[config.mk]
export PLATFORM = sky130hd
export DESIGN_NAME = status_flag_alu
export DESIGN_NICKNAME = d
export VERILOG_FILES = /design/src/sfa_pkg.sv /design/src/nibble_adder.sv /design/src/ptr_inc.sv /design/src/status_flag_alu.sv
export SDC_FILE = /design/constraint.sdc
export NUM_CORES = 1
export LEC_CHECK = 0
export ABC_AREA = 1
export BUFFER_PORTS_ARGS = -buffer_cell sky130_fd_sc_hd__buf_2
export CAP_MARGIN = 20
export CORE_MARGIN = 2
export CORE_UTILIZATION = 52
export DETAILED_ROUTE_END_ITERATION = 10
export GPL_ROUTABILITY_DRIVEN = 1
export PLACE_DENSITY = 0.84
export SYNTH_ARGS = -nofsm -noshare
export SYNTH_HDL_FRONTEND = slang
export SYNTH_HIERARCHICAL = 1
export SYNTH_SLANG_ARGS = --single-unit
[constraint.sdc]
create_clock -name i_clk -period 2.8 [get_ports i_clk]
set_input_delay 0.28 -clock i_clk [delete_from_list [all_inputs] [get_ports i_clk]]
set_output_delay 0.28 -clock i_clk [all_outputs]
set_load 0.03 [all_outputs]
[src/sfa_pkg.sv]
`default_nettype none
package sfa_pkg;
	localparam int NIB_W = 4;
	localparam int BUS_ADDR_W = 7;
	localparam int PTR_FULL_W = 16;
	localparam int IX_FULL_W = 12;

	// Register offsets, one nibble each
	localparam logic [6:0] ADDR_AR3 = 7'h74;
	localparam logic [6:0] ADDR_AR2 = 7'h75;
	localparam logic [6:0] ADDR_AR1 = 7'h76;
	localparam logic [6:0] ADDR_AR0 = 7'h77;
	localparam logic [6:0] ADDR_IXH = 7'h7A;
	localparam logic [6:0] ADDR_IXM = 7'h7B;
	localparam logic [6:0] ADDR_IXL = 7'h7C;
	localparam logic [6:0] ADDR_RPL = 7'h7E;
	localparam logic [6:0] ADDR_PSW = 7'h7F;

	// Status nibble bit positions
	localparam int PSW_IXE_BIT = 0;
	localparam int PSW_Z_BIT = 1;
	localparam int PSW_CY_BIT = 2;
	localparam int PSW_CMP_BIT = 3;
	// Decimal-mode flag sits in bit 0 of the lower pointer nibble
	localparam int RPL_BCD_BIT = 0;

	localparam logic [3:0] NIB_ZERO = 4'h0;
	localparam logic [4:0] BCD_MAX = 5'h09;
	localparam logic [4:0] BCD_ADJ = 5'h06;
	localparam logic [2:0] RPL_HI_RESET = 3'h0;

	typedef enum logic [3:0] {
		OP_NOP = 4'h0,
		OP_ADD = 4'h1,
		OP_ADDC = 4'h2,
		OP_SUB = 4'h3,
		OP_SUBC = 4'h4,
		OP_AND = 4'h5,
		OP_OR = 4'h6,
		OP_XOR = 4'h7,
		OP_ROTATE_RIGHT_THROUGH_CARRY = 4'h8,
		OP_SKT = 4'h9,
		OP_SKF = 4'hA,
		OP_INC_AR = 4'hB,
		OP_INC_IX = 4'hC
	} op_t;
endpackage
`default_nettype wire

[src/nibble_adder.sv]
`default_nettype none
module nibble_adder
	import sfa_pkg::*;
(
	input wire logic [3:0] i_a,
	input wire logic [3:0] i_b,
	input wire logic i_cin,
	input wire logic i_sub,
	input wire logic i_bcd,
	output logic [3:0] o_res,
	output logic o_cout
);
	logic [4:0] raw;
	logic [4:0] adj;

	always_comb begin
		if (!i_sub) begin
			raw = {1'b0, i_a} + {1'b0, i_b} + {4'h0, i_cin};
			adj = raw;
			if (i_bcd) begin
				// Decimal carry comes from the digit overflowing nine
				o_cout = (raw > BCD_MAX);
				if (o_cout) begin
					adj = raw + BCD_ADJ;
				end
			end else begin
				o_cout = raw[4];
			end
		end else begin
			raw = {1'b0, i_a} - {1'b0, i_b} - {4'h0, i_cin};
			adj = raw;
			o_cout = raw[4];
			if (i_bcd && o_cout) begin
				adj = raw - BCD_ADJ;
			end
		end
		o_res = adj[3:0];
	end
endmodule // nibble_adder
`default_nettype wire

[src/ptr_inc.sv]
`default_nettype none
module ptr_inc #(
	parameter int W = 10
) (
	input wire logic [W-1:0] i_val,
	output logic [W-1:0] o_val
);
	// Only valid bits are kept, so all ones rolls over to all zeros
	assign o_val = i_val + W'(1);
endmodule // ptr_inc
`default_nettype wire

[src/status_flag_alu.sv]
`default_nettype none
// Functional notes
// - Add or subtract sets carry on carry or borrow, clears it otherwise.
// - Rotate right through carry: old carry to MSB, LSB to carry.
// - Carry changes only by arithmetic, rotate, status-nibble stores and PSW writes; arithmetic carry is the same whatever compare flag.
// - Decimal flag one gives BCD arithmetic, zero gives 4-bit binary.
// - Logic, bit tests and rotates ignore the decimal flag; compares use it like arithmetic.
// - Arithmetic into the status nibble stores result there, overriding carry.
// - Hard-wired zero bits ignore writes and read zero.
// - Incrementing an all-ones pointer wraps it to zero.
// - A bit-test instruction clears the compare flag.
// - Compare flag set: arithmetic result not stored, only carry and zero.
// - Nonzero result clears zero; zero result sets it only if compare clear.
// - Reset clears decimal, compare, carry, zero and index enable flags.
module status_flag_alu
	import sfa_pkg::*;
#(
	parameter int AR_VALID = 10,
	parameter int IX_VALID = 11
) (
	input wire logic i_clk,
	input wire logic i_sys_rst,
	input wire logic [6:0] i_addr,
	input wire logic [3:0] i_wdata,
	input wire logic i_wr,
	input wire logic i_rd,
	output logic [3:0] o_rdata,
	input wire logic i_op_valid,
	input wire logic [3:0] i_op,
	input wire logic i_op_to_psw,
	input wire logic [3:0] i_op_a,
	input wire logic [3:0] i_op_b,
	output logic [3:0] o_result,
	output logic o_result_we,
	output logic o_skip,
	output logic o_bcd_flag,
	output logic o_compare_no_store_flag,
	output logic o_carry_flag,
	output logic o_zero_flag,
	output logic o_index_modify_enable,
	output logic [AR_VALID-1:0] o_address_pointer_reg,
	output logic [IX_VALID-1:0] o_index_pointer_reg
);
	if (AR_VALID < 1 || AR_VALID > PTR_FULL_W) begin : g_bad_ar
		$error("AR_VALID out of range");
	end
	if (IX_VALID < 1 || IX_VALID > IX_FULL_W) begin : g_bad_ix
		$error("IX_VALID out of range");
	end

	function automatic logic [15:0] put_nib(input logic [15:0] v, input int idx,
		input logic [3:0] d);
		logic [15:0] r;
		r = v;
		r[idx*NIB_W +: NIB_W] = d;
		return r;
	endfunction

	function automatic logic [3:0] get_nib(input logic [15:0] v, input int idx);
		return v[idx*NIB_W +: NIB_W];
	endfunction

	op_t op;
	logic [3:0] sum;
	logic sum_cout;
	logic is_sub;
	logic use_cin;
	logic [AR_VALID-1:0] ar_inc;
	logic [IX_VALID-1:0] ix_inc;
	logic [15:0] ar_ext;
	logic [15:0] ix_ext;

	logic bcd, cmp, cy, zf, index_modify_enable;
	logic [2:0] rpl_hi;
	logic [AR_VALID-1:0] ar;
	logic [IX_VALID-1:0] ix;
	logic [3:0] rdata, result;
	logic result_we, skip;
	logic next_bcd, next_cmp, next_cy, next_zf, next_ixe;
	logic [2:0] next_rpl_hi;
	logic [AR_VALID-1:0] next_ar;
	logic [IX_VALID-1:0] next_ix;
	logic [3:0] next_rdata, next_result;
	logic next_result_we, next_skip;

	assign op = op_t'(i_op);
	assign is_sub = (op == OP_SUB) || (op == OP_SUBC);
	assign use_cin = (op == OP_ADDC) || (op == OP_SUBC);
	// Bits above the valid width are held at zero and never stored
	assign ar_ext = 16'(ar);
	assign ix_ext = 16'(ix);

	nibble_adder u_add (
		.i_a(i_op_a),
		.i_b(i_op_b),
		.i_cin(use_cin & cy),
		.i_sub(is_sub),
		.i_bcd(bcd),
		.o_res(sum),
		.o_cout(sum_cout)
	);

	ptr_inc #(.W(AR_VALID)) u_ar_inc (
		.i_val(ar),
		.o_val(ar_inc)
	);

	ptr_inc #(.W(IX_VALID)) u_ix_inc (
		.i_val(ix),
		.o_val(ix_inc)
	);

	always_comb begin
		next_bcd = bcd;
		next_cmp = cmp;
		next_cy = cy;
		next_zf = zf;
		next_ixe = index_modify_enable;
		next_rpl_hi = rpl_hi;
		next_ar = ar;
		next_ix = ix;
		next_rdata = NIB_ZERO;
		next_result = result;
		next_result_we = 1'b0;
		next_skip = 1'b0;

		// Read data stand for one cycle only; unmapped addresses read zero
		if (i_rd) begin
			unique case (i_addr)
				ADDR_AR3: next_rdata = get_nib(ar_ext, 3);
				ADDR_AR2: next_rdata = get_nib(ar_ext, 2);
				ADDR_AR1: next_rdata = get_nib(ar_ext, 1);
				ADDR_AR0: next_rdata = get_nib(ar_ext, 0);
				ADDR_IXH: next_rdata = get_nib(ix_ext, 2);
				ADDR_IXM: next_rdata = get_nib(ix_ext, 1);
				ADDR_IXL: next_rdata = get_nib(ix_ext, 0);
				ADDR_RPL: next_rdata = {rpl_hi, bcd};
				ADDR_PSW: next_rdata = {cmp, cy, zf, index_modify_enable};
				default: next_rdata = NIB_ZERO;
			endcase
		end

		// Software writes first; a same-cycle instruction overrides the flags
		if (i_wr) begin
			unique case (i_addr)
				ADDR_AR3: next_ar = AR_VALID'(put_nib(ar_ext, 3, i_wdata));
				ADDR_AR2: next_ar = AR_VALID'(put_nib(ar_ext, 2, i_wdata));
				ADDR_AR1: next_ar = AR_VALID'(put_nib(ar_ext, 1, i_wdata));
				ADDR_AR0: next_ar = AR_VALID'(put_nib(ar_ext, 0, i_wdata));
				ADDR_IXH: next_ix = IX_VALID'(put_nib(ix_ext, 2, i_wdata));
				ADDR_IXM: next_ix = IX_VALID'(put_nib(ix_ext, 1, i_wdata));
				ADDR_IXL: next_ix = IX_VALID'(put_nib(ix_ext, 0, i_wdata));
				ADDR_RPL: begin
					next_rpl_hi = i_wdata[3:1];
					next_bcd = i_wdata[RPL_BCD_BIT];
				end
				ADDR_PSW: begin
					next_cmp = i_wdata[PSW_CMP_BIT];
					next_cy = i_wdata[PSW_CY_BIT];
					next_zf = i_wdata[PSW_Z_BIT];
					next_ixe = i_wdata[PSW_IXE_BIT];
				end
				default: ;
			endcase
		end

		if (i_op_valid) begin
			unique case (op)
				OP_ADD, OP_ADDC, OP_SUB, OP_SUBC: begin
					next_cy = sum_cout;
					if (sum != NIB_ZERO) begin
						next_zf = 1'b0;
					end else if (!cmp) begin
						next_zf = 1'b1;
					end
					if (!cmp) begin
						if (i_op_to_psw) begin
							// Stored result replaces the fresh carry and zero
							next_cmp = sum[PSW_CMP_BIT];
							next_cy = sum[PSW_CY_BIT];
							next_zf = sum[PSW_Z_BIT];
							next_ixe = sum[PSW_IXE_BIT];
						end else begin
							next_result = sum;
							next_result_we = 1'b1;
						end
					end
				end
				OP_AND, OP_OR, OP_XOR: begin
					// Logic ignores the decimal flag and touches flags only when stored to the status nibble
					unique case (op)
						OP_AND: next_result = i_op_a & i_op_b;
						OP_OR: next_result = i_op_a | i_op_b;
						default: next_result = i_op_a ^ i_op_b;
					endcase
					if (i_op_to_psw) begin
						next_cmp = next_result[PSW_CMP_BIT];
						next_cy = next_result[PSW_CY_BIT];
						next_zf = next_result[PSW_Z_BIT];
						next_ixe = next_result[PSW_IXE_BIT];
					end else begin
						next_result_we = 1'b1;
					end
				end
				OP_ROTATE_RIGHT_THROUGH_CARRY: begin
					next_result = {cy, i_op_a[3:1]};
					next_cy = i_op_a[0];
					next_result_we = 1'b1;
				end
				OP_SKT: begin
					next_skip = ((i_op_a & i_op_b) == i_op_b);
					next_cmp = 1'b0;
				end
				OP_SKF: begin
					next_skip = ((i_op_a & i_op_b) == NIB_ZERO);
					next_cmp = 1'b0;
				end
				OP_INC_AR: next_ar = ar_inc;
				OP_INC_IX: next_ix = ix_inc;
				default: ;
			endcase
		end
	end

	always_ff @(posedge i_clk) begin
		if (i_sys_rst) begin
			bcd <= 1'b0;
			cmp <= 1'b0;
			cy <= 1'b0;
			zf <= 1'b0;
			index_modify_enable <= 1'b0;
			rpl_hi <= RPL_HI_RESET;
			ar <= '0;
			ix <= '0;
			rdata <= NIB_ZERO;
			result <= NIB_ZERO;
			result_we <= 1'b0;
			skip <= 1'b0;
		end else begin
			bcd <= next_bcd;
			cmp <= next_cmp;
			cy <= next_cy;
			zf <= next_zf;
			index_modify_enable <= next_ixe;
			rpl_hi <= next_rpl_hi;
			ar <= next_ar;
			ix <= next_ix;
			rdata <= next_rdata;
			result <= next_result;
			result_we <= next_result_we;
			skip <= next_skip;
		end
	end

	assign o_rdata = rdata;
	assign o_result = result;
	assign o_result_we = result_we;
	assign o_skip = skip;
	assign o_bcd_flag = bcd;
	assign o_compare_no_store_flag = cmp;
	assign o_carry_flag = cy;
	assign o_zero_flag = zf;
	assign o_index_modify_enable = index_modify_enable;
	assign o_address_pointer_reg = ar;
	assign o_index_pointer_reg = ix;
endmodule // status_flag_alu
`default_nettype wire
* Word level (Yosys, flattened, before mapping)
Index checks and enable logic that the tools add are counted.
** Word-level totals
- Bits in registers :: 39
- Bits of input ports :: 29
- Output and inout bits :: 36
- Word-level logic and storage cells :: 116
** Cells by class
- Add/sub/neg operators :: 8
- Magnitude comparators :: 1
- Equality and inequality tests :: 23
- Mux-type cells :: 53
- Bitwise logic cells :: 6
- Reductions and logical operators :: 13
** Operators with widths (count)
- $eq A7 B7 Y1 const B :: 8
- $mux W11 :: 3
- $pmux W11 S3 :: 1
- $pmux W4 S8 :: 1
- $mux W1 :: 30
- $mux W10 :: 3
- $pmux W10 S3 :: 1
- $mux W4 :: 6
- $eq A4 B4 Y1 const B :: 5
- $eq A4 B3 Y1 const B :: 4
- $pmux W4 S3 :: 1
- $add A11 B1 Y11 const B :: 1
- $add A10 B1 Y10 const B :: 1
- $pmux W1 S3 :: 3
- $eq A4 B2 Y1 const B :: 2
- $pmux W4 S2 :: 1
- $pmux W1 S2 :: 3
- $reduce_or A2 Y1 :: 3
- $add A4 B4 Y5 :: 1
- $add A5 B1 Y5 :: 1
- $gt A5 B4 Y1 const B :: 1
- $sub A4 B4 Y5 :: 1
- $sub A5 B1 Y5 :: 1
- $add A4 B3 Y4 const B :: 1
- 18 further kinds :: 21

* Depth between registers and ports, before layout
- Depth after elaboration :: 14
- Gate-level depth with buffers :: 28
- Mapped depth without buffers :: 28

* Hierarchy
Netlist, hierarchy kept.
** By module, submodules not included
- status_flag_alu :: instances 1, cells an instance 419, area each 2706.3 um^2, sequential area each 780.7 um^2
- nibble_adder :: instances 1, cells an instance 98, area each 605.6 um^2, sequential area each 0.0 um^2
- ptr_inc (u_ix_inc) :: instances 1, cells an instance 48, area each 237.7 um^2, sequential area each 0.0 um^2
- ptr_inc (u_ar_inc) :: instances 1, cells an instance 42, area each 216.5 um^2, sequential area each 0.0 um^2

* Least setup slack after synthesis
OpenSTA, ideal clock, no wires.
- Path kind :: input to register
- Start :: input port i_op[0]
- End :: register zf (netlist: o_zero_flag)
- Setup time :: 59 ps
- Arrival :: 2886 ps
- Data required time :: 2741 ps
- Setup slack :: -144 ps
- Cell stages on the path :: 25
- Path buffers :: 0
- Path through :: inv_1 -> nand2_1 -> inv_1 -> nand2_1 -> a21oi_1 -> fa_1 -> fa_1 -> inv_1 -> ha_1 -> nand2_1 -> a21boi_1 -> nand2_1 -> nand2_2 -> nand3_1 -> nand3_1 -> nand2_1 -> inv_1 -> nand3_1 -> nor3_1 -> nand2_1 -> nand2_1 -> nand2_1 -> nand2_1 -> nand2_1 -> nand2_1
** On the way
- Word-level cells in the longest chain between the ends :: 14
- Elaborated cells on any way between the ends :: 30
- Classes of those cells :: add/sub: 4; order compare: 1; eq/ne: 7; mux: 11; bitwise: 1; reduce/logical: 6
** RTL lines
- start: declaration :: line status_flag_alu.sv:29 : input wire logic [3:0] i_op,
- $eq A4 B2 Y1 or $eq A4 B3 Y1 (tied branches) :: line status_flag_alu.sv:88, status_flag_alu.sv:87
- $logic_or A1 B1 Y1 :: line status_flag_alu.sv:88 : assign use_cin = (op == OP_ADDC) || (op == OP_SUBC);
- $and A1 B1 Y1 :: line status_flag_alu.sv:96 : .i_cin(use_cin & cy),
- $add A5 B1 Y5 :: line nibble_adder.sv:18 : raw = {1'b0, i_a} + {1'b0, i_b} + {4'h0, i_cin};
- $add A4 B3 Y4 or $gt A5 B4 Y1 (tied branches) :: line nibble_adder.sv:24, nibble_adder.sv:22
- $mux W4 :: line nibble_adder.sv:23 : if (o_cout) begin
- $mux W4 :: line nibble_adder.sv:20 : if (i_bcd) begin
- $mux W4 * :: line nibble_adder.sv:17 : if (!i_sub) begin
- via sum[2] :: line status_flag_alu.sv:64 : logic [3:0] sum;
- $reduce_bool A4 Y1 * :: line status_flag_alu.sv:171 : if (sum != NIB_ZERO) begin
- $mux W1 * :: line status_flag_alu.sv:171
- $mux W1 :: line status_flag_alu.sv:177 : if (i_op_to_psw) begin
- $mux W1 * :: line status_flag_alu.sv:176 : if (!cmp) begin
- $pmux W1 S2 * :: line status_flag_alu.sv:168 : unique case (op)
- $mux W1 * :: line status_flag_alu.sv:167 : if (i_op_valid) begin
- end signal: assignment :: line status_flag_alu.sv:243 : zf <= next_zf;
- end: declaration :: line status_flag_alu.sv:73 : logic bcd, cmp, cy, zf, index_modify_enable;
The timed path passes the listed nets; every way through them passes the cells marked *.
A chain may end at the register's enable or synchronous reset.

* Final worst setup path
- Start :: register cy (netlist: o_carry_flag)
- End :: register zf (netlist: o_zero_flag)
** On the way
- Word-level cells in the longest chain between the ends :: 12
- Elaborated cells on any way between the ends :: 17
- Classes of those cells :: add/sub: 4; order compare: 1; mux: 9; bitwise: 1; reduce/logical: 2
** RTL lines
- start: declaration :: line status_flag_alu.sv:73
- start signal: assignment :: line status_flag_alu.sv:242 : cy <= next_cy;
- $and A1 B1 Y1 * :: line status_flag_alu.sv:96
- $add A5 B1 Y5 :: line nibble_adder.sv:18
- $add A4 B3 Y4 or $gt A5 B4 Y1 (tied branches) :: line nibble_adder.sv:24, nibble_adder.sv:22
- $mux W4 :: line nibble_adder.sv:23
- $mux W4 :: line nibble_adder.sv:20
- $mux W4 * :: line nibble_adder.sv:17
- via sum[3] :: line status_flag_alu.sv:64
- $reduce_bool A4 Y1 * :: line status_flag_alu.sv:171
- $mux W1 * :: line status_flag_alu.sv:171
- $mux W1 :: line status_flag_alu.sv:177
- $mux W1 * :: line status_flag_alu.sv:176
- $pmux W1 S2 * :: line status_flag_alu.sv:168
- $mux W1 * :: line status_flag_alu.sv:167
Marks and branches as above.

==> metrics <==
number of buffers added on ports 64; number of flops mapped to enable cells by yosys 0; biggest area consumer among synthesized cells dfxtp_1; post-synth cell types 42; routed via count roughly 4,400; fin nets roughly 760; failing checks setup timing; synthesized flop and latch total 39; CTS max path bufs 2; critical path arrival around 3.2 ns; antenna cell count 0; Peak VDD IR ~0.19 mV; Core Box Area roughly 7100 sq um; most common cell in the synthesized netlist nand2_1; Die H between 80 and 90 um; synthesized area per cell 6.20 sq um; RSZ-0062 raised after global routing true; power per cell area approximately 330 nW/um^2; CTS H-tree depth 2; setup TNS -0.655 ns; Max FO, Critical Path 5; Final ANT Viol Nets 0; fill count 676; DP Wirelength between 8000 and 9000 um; vias per cell ~5.5; ys async rst share 0%; CTS tree built; first-pass GRT wire length between 15,000 and 20,000 um; Tightest Hold Check Type primary input to flip-flop; Critical Path RT around 3.0 ns; max_cap viols 0; Least-Margin Pin Slew 0.718 ns; clk_skew 0.00751 ns; Post-CTS Hold Fix Bufs 0; GR Overflow Total 0; Worst setup SP type flip-flop; First-pass DRT Iterations 7; initial core utilization 52.8%; Post-synth top cells nand2_1 (143), inv_1 (95), o21ai_0 (61); Root Buffer clkbuf_8; sequential share of the synthesized area 20.7%; Total GRT Usage 27.1%; die area 7940 sq um; top cell type's share of synthesized area between 20% and 30%; Reg area a little under 800 sq um; fin worst setup slack -0.179 ns; post-synth net total approximately 670; final setup vio count 6; I/O pins 65; CP Capture Type flip-flop; Final period util 106%; Main synth FF type dfxtp_1; yosys warns 6; Iter 0 DRT Violations 412; layout overhead on the synthesized area 24.1%; Util after Layout 65.5%; DRC Markers 0; gpl congestion 0.930; leakage 0.00226 uW; initial antenna violation count 0; Hold Fails Final Rpt 0; clk_lat worst skew approximately 0.30 ns; max-slew violation count 0; DIE WIDTH between 80 and 90 um; Synth Cell Area 3770 sq um; final WL between 10,000 and 15,000 um; Sink Count 39; outcome complete, but fails checks; vias in the first global route between 3,000 and 4,000; total clock buffers created by CTS 5; clk slew on worst S/H paths 0.07 ns; largest cells by area after synthesis dfxtp_1 (21%), nand2_1 (14%), inv_1 (9.5%); FP Rows 31; Worst slew margin 52.0%; area of the multi-input gates about 2700 sq um; DR WL/cell 14.0 um; max reg flops 11; CP Class flip-flop to flip-flop; fin crit period 2.98 ns; layout cells sized above 1 between 20% and 30%; largest net degree at the start of global routing 23; fmax approximately 340 MHz; Mapped Cells 607
[cell families (layout without fill, tap and decap cells)]
logic type | count (synthesis) | count (layout) | synth area share (%)
AND/OR/NAND/NOR | 296 | 296 | 37.2
AO/OA/AOI/OAI | 125 | 125 | 18.7
buffers and inverters | 110 | 202 | 11.0
flip-flops | 39 | 39 | 20.7
adder cells (fa/ha/maj) | 29 | 29 | 10.4
XOR/XNOR | 7 | 7 | 1.63
multiplexers | 1 | 1 | 0.266
[metrics by stage]
stage	total power, uW	hold slack [ns]	instance area [sq um]	worst slack, ns	std cells
after floorplan	887	0.342	3780	-0.0621	607
after global placement	1040	0.436	4370	-0.290	784
after detailed placement	1050	0.444	4370	-0.458	784
after CTS	1450	0.259	4510	-0.0543	793
after global routing	1590	0.263	4670	-0.326	798
final	1520	0.275	4670	-0.179	798
[layout make-up]
class                      instances  share of cell area [%]
sequential                        39                    16.7
clock inverter                     1                   0.107
multi-input combinational        458                    58.8
clock buffer                       6                    1.77
inverter                         100                    8.03
tap                               99                    2.65
timing repair buffer              95                    11.9
[power breakdown]
part | total (uW) | internal (uW) | switching, uW
clock | 392 | 193 | 199
sequential | 590 | 570 | 20.2
combinational | 536 | 200 | 336
total | 1520 | 964 | 555
[metal layers]
layer | vias up | global-route usage, % | share of wire, %
li1 | 2161 | - | -
met1 | 2007 | 34.9 | 41
met2 | 195 | 45.6 | 49
met3 | 38 | 4.80 | 7.0
met4 | 0 | 9.36 | 2.7
met5 | - | 0 | 0
[layout by cell type, fill, tap and decap left out, types with 5 or more instances in the layout]
cell      netlist  layout
clkbuf_8        0       6
nand3_1        51      45
o21ai_0        61      57
nor2_1         51      49
nand3_2         8      11
nand4_1         9       9
nand2_2         9      16
buf_2           1      63
o21ai_1         3       5
buf_4           0      32
dfxtp_1        39      38
nor2_4          9      11
inv_2           5      14
nand2_1       143     132
xor2_1          5       5
a21oi_1        31      29
a31oi_1         7       7
inv_1          95      86
o21ai_2         4       6
ha_1           25      24
nand2_4         1       5
[final timing paths]
kind / startpoint / to / slack (ns) / cells past startpoint
worst max-delay path: o_carry_flag$_SDFF_PP0_ / o_zero_flag$_SDFF_PP0_ / -0.18 / 22
worst min-delay path: i_sys_rst / o_carry_flag$_SDFF_PP0_ / 0.27 / 2
worst max register to register: o_carry_flag$_SDFF_PP0_ / o_zero_flag$_SDFF_PP0_ / -0.18 / 22
worst min register to register: rpl_hi[0]$_SDFFE_PP0P_ / rpl_hi[0]$_SDFFE_PP0P_ / 0.46 / 2
[worst max-delay path: stages, from the launching register on]
cell and delay, ns:
dfxtp_2 0.33, inv_2 0.08, a21oi_4 0.05, fa_2 0.36, fa_2 0.56, inv_2 0.06, ha_4 0.16, nand2_2 0.06
a21boi_4 0.17, nand2_2 0.09, nand2_4 0.11, nand3_1 0.09, nand3_1 0.11, nand2_2 0.08, inv_2 0.06, nand3_2 0.08
nor3_2 0.12, nand2_1 0.07, nand2_1 0.06, nand2_1 0.05, nand2_1 0.07, nand2_1 0.05, nand2_1 0.06
[timing repair]
item                                    CTS  global route
buffers inserted                          2             5
gates resized for setup                  14            34
pin swaps                                 2            16
endpoints found under the setup margin    6             6
Note: power is estimated with default switching activity, not from simulation.
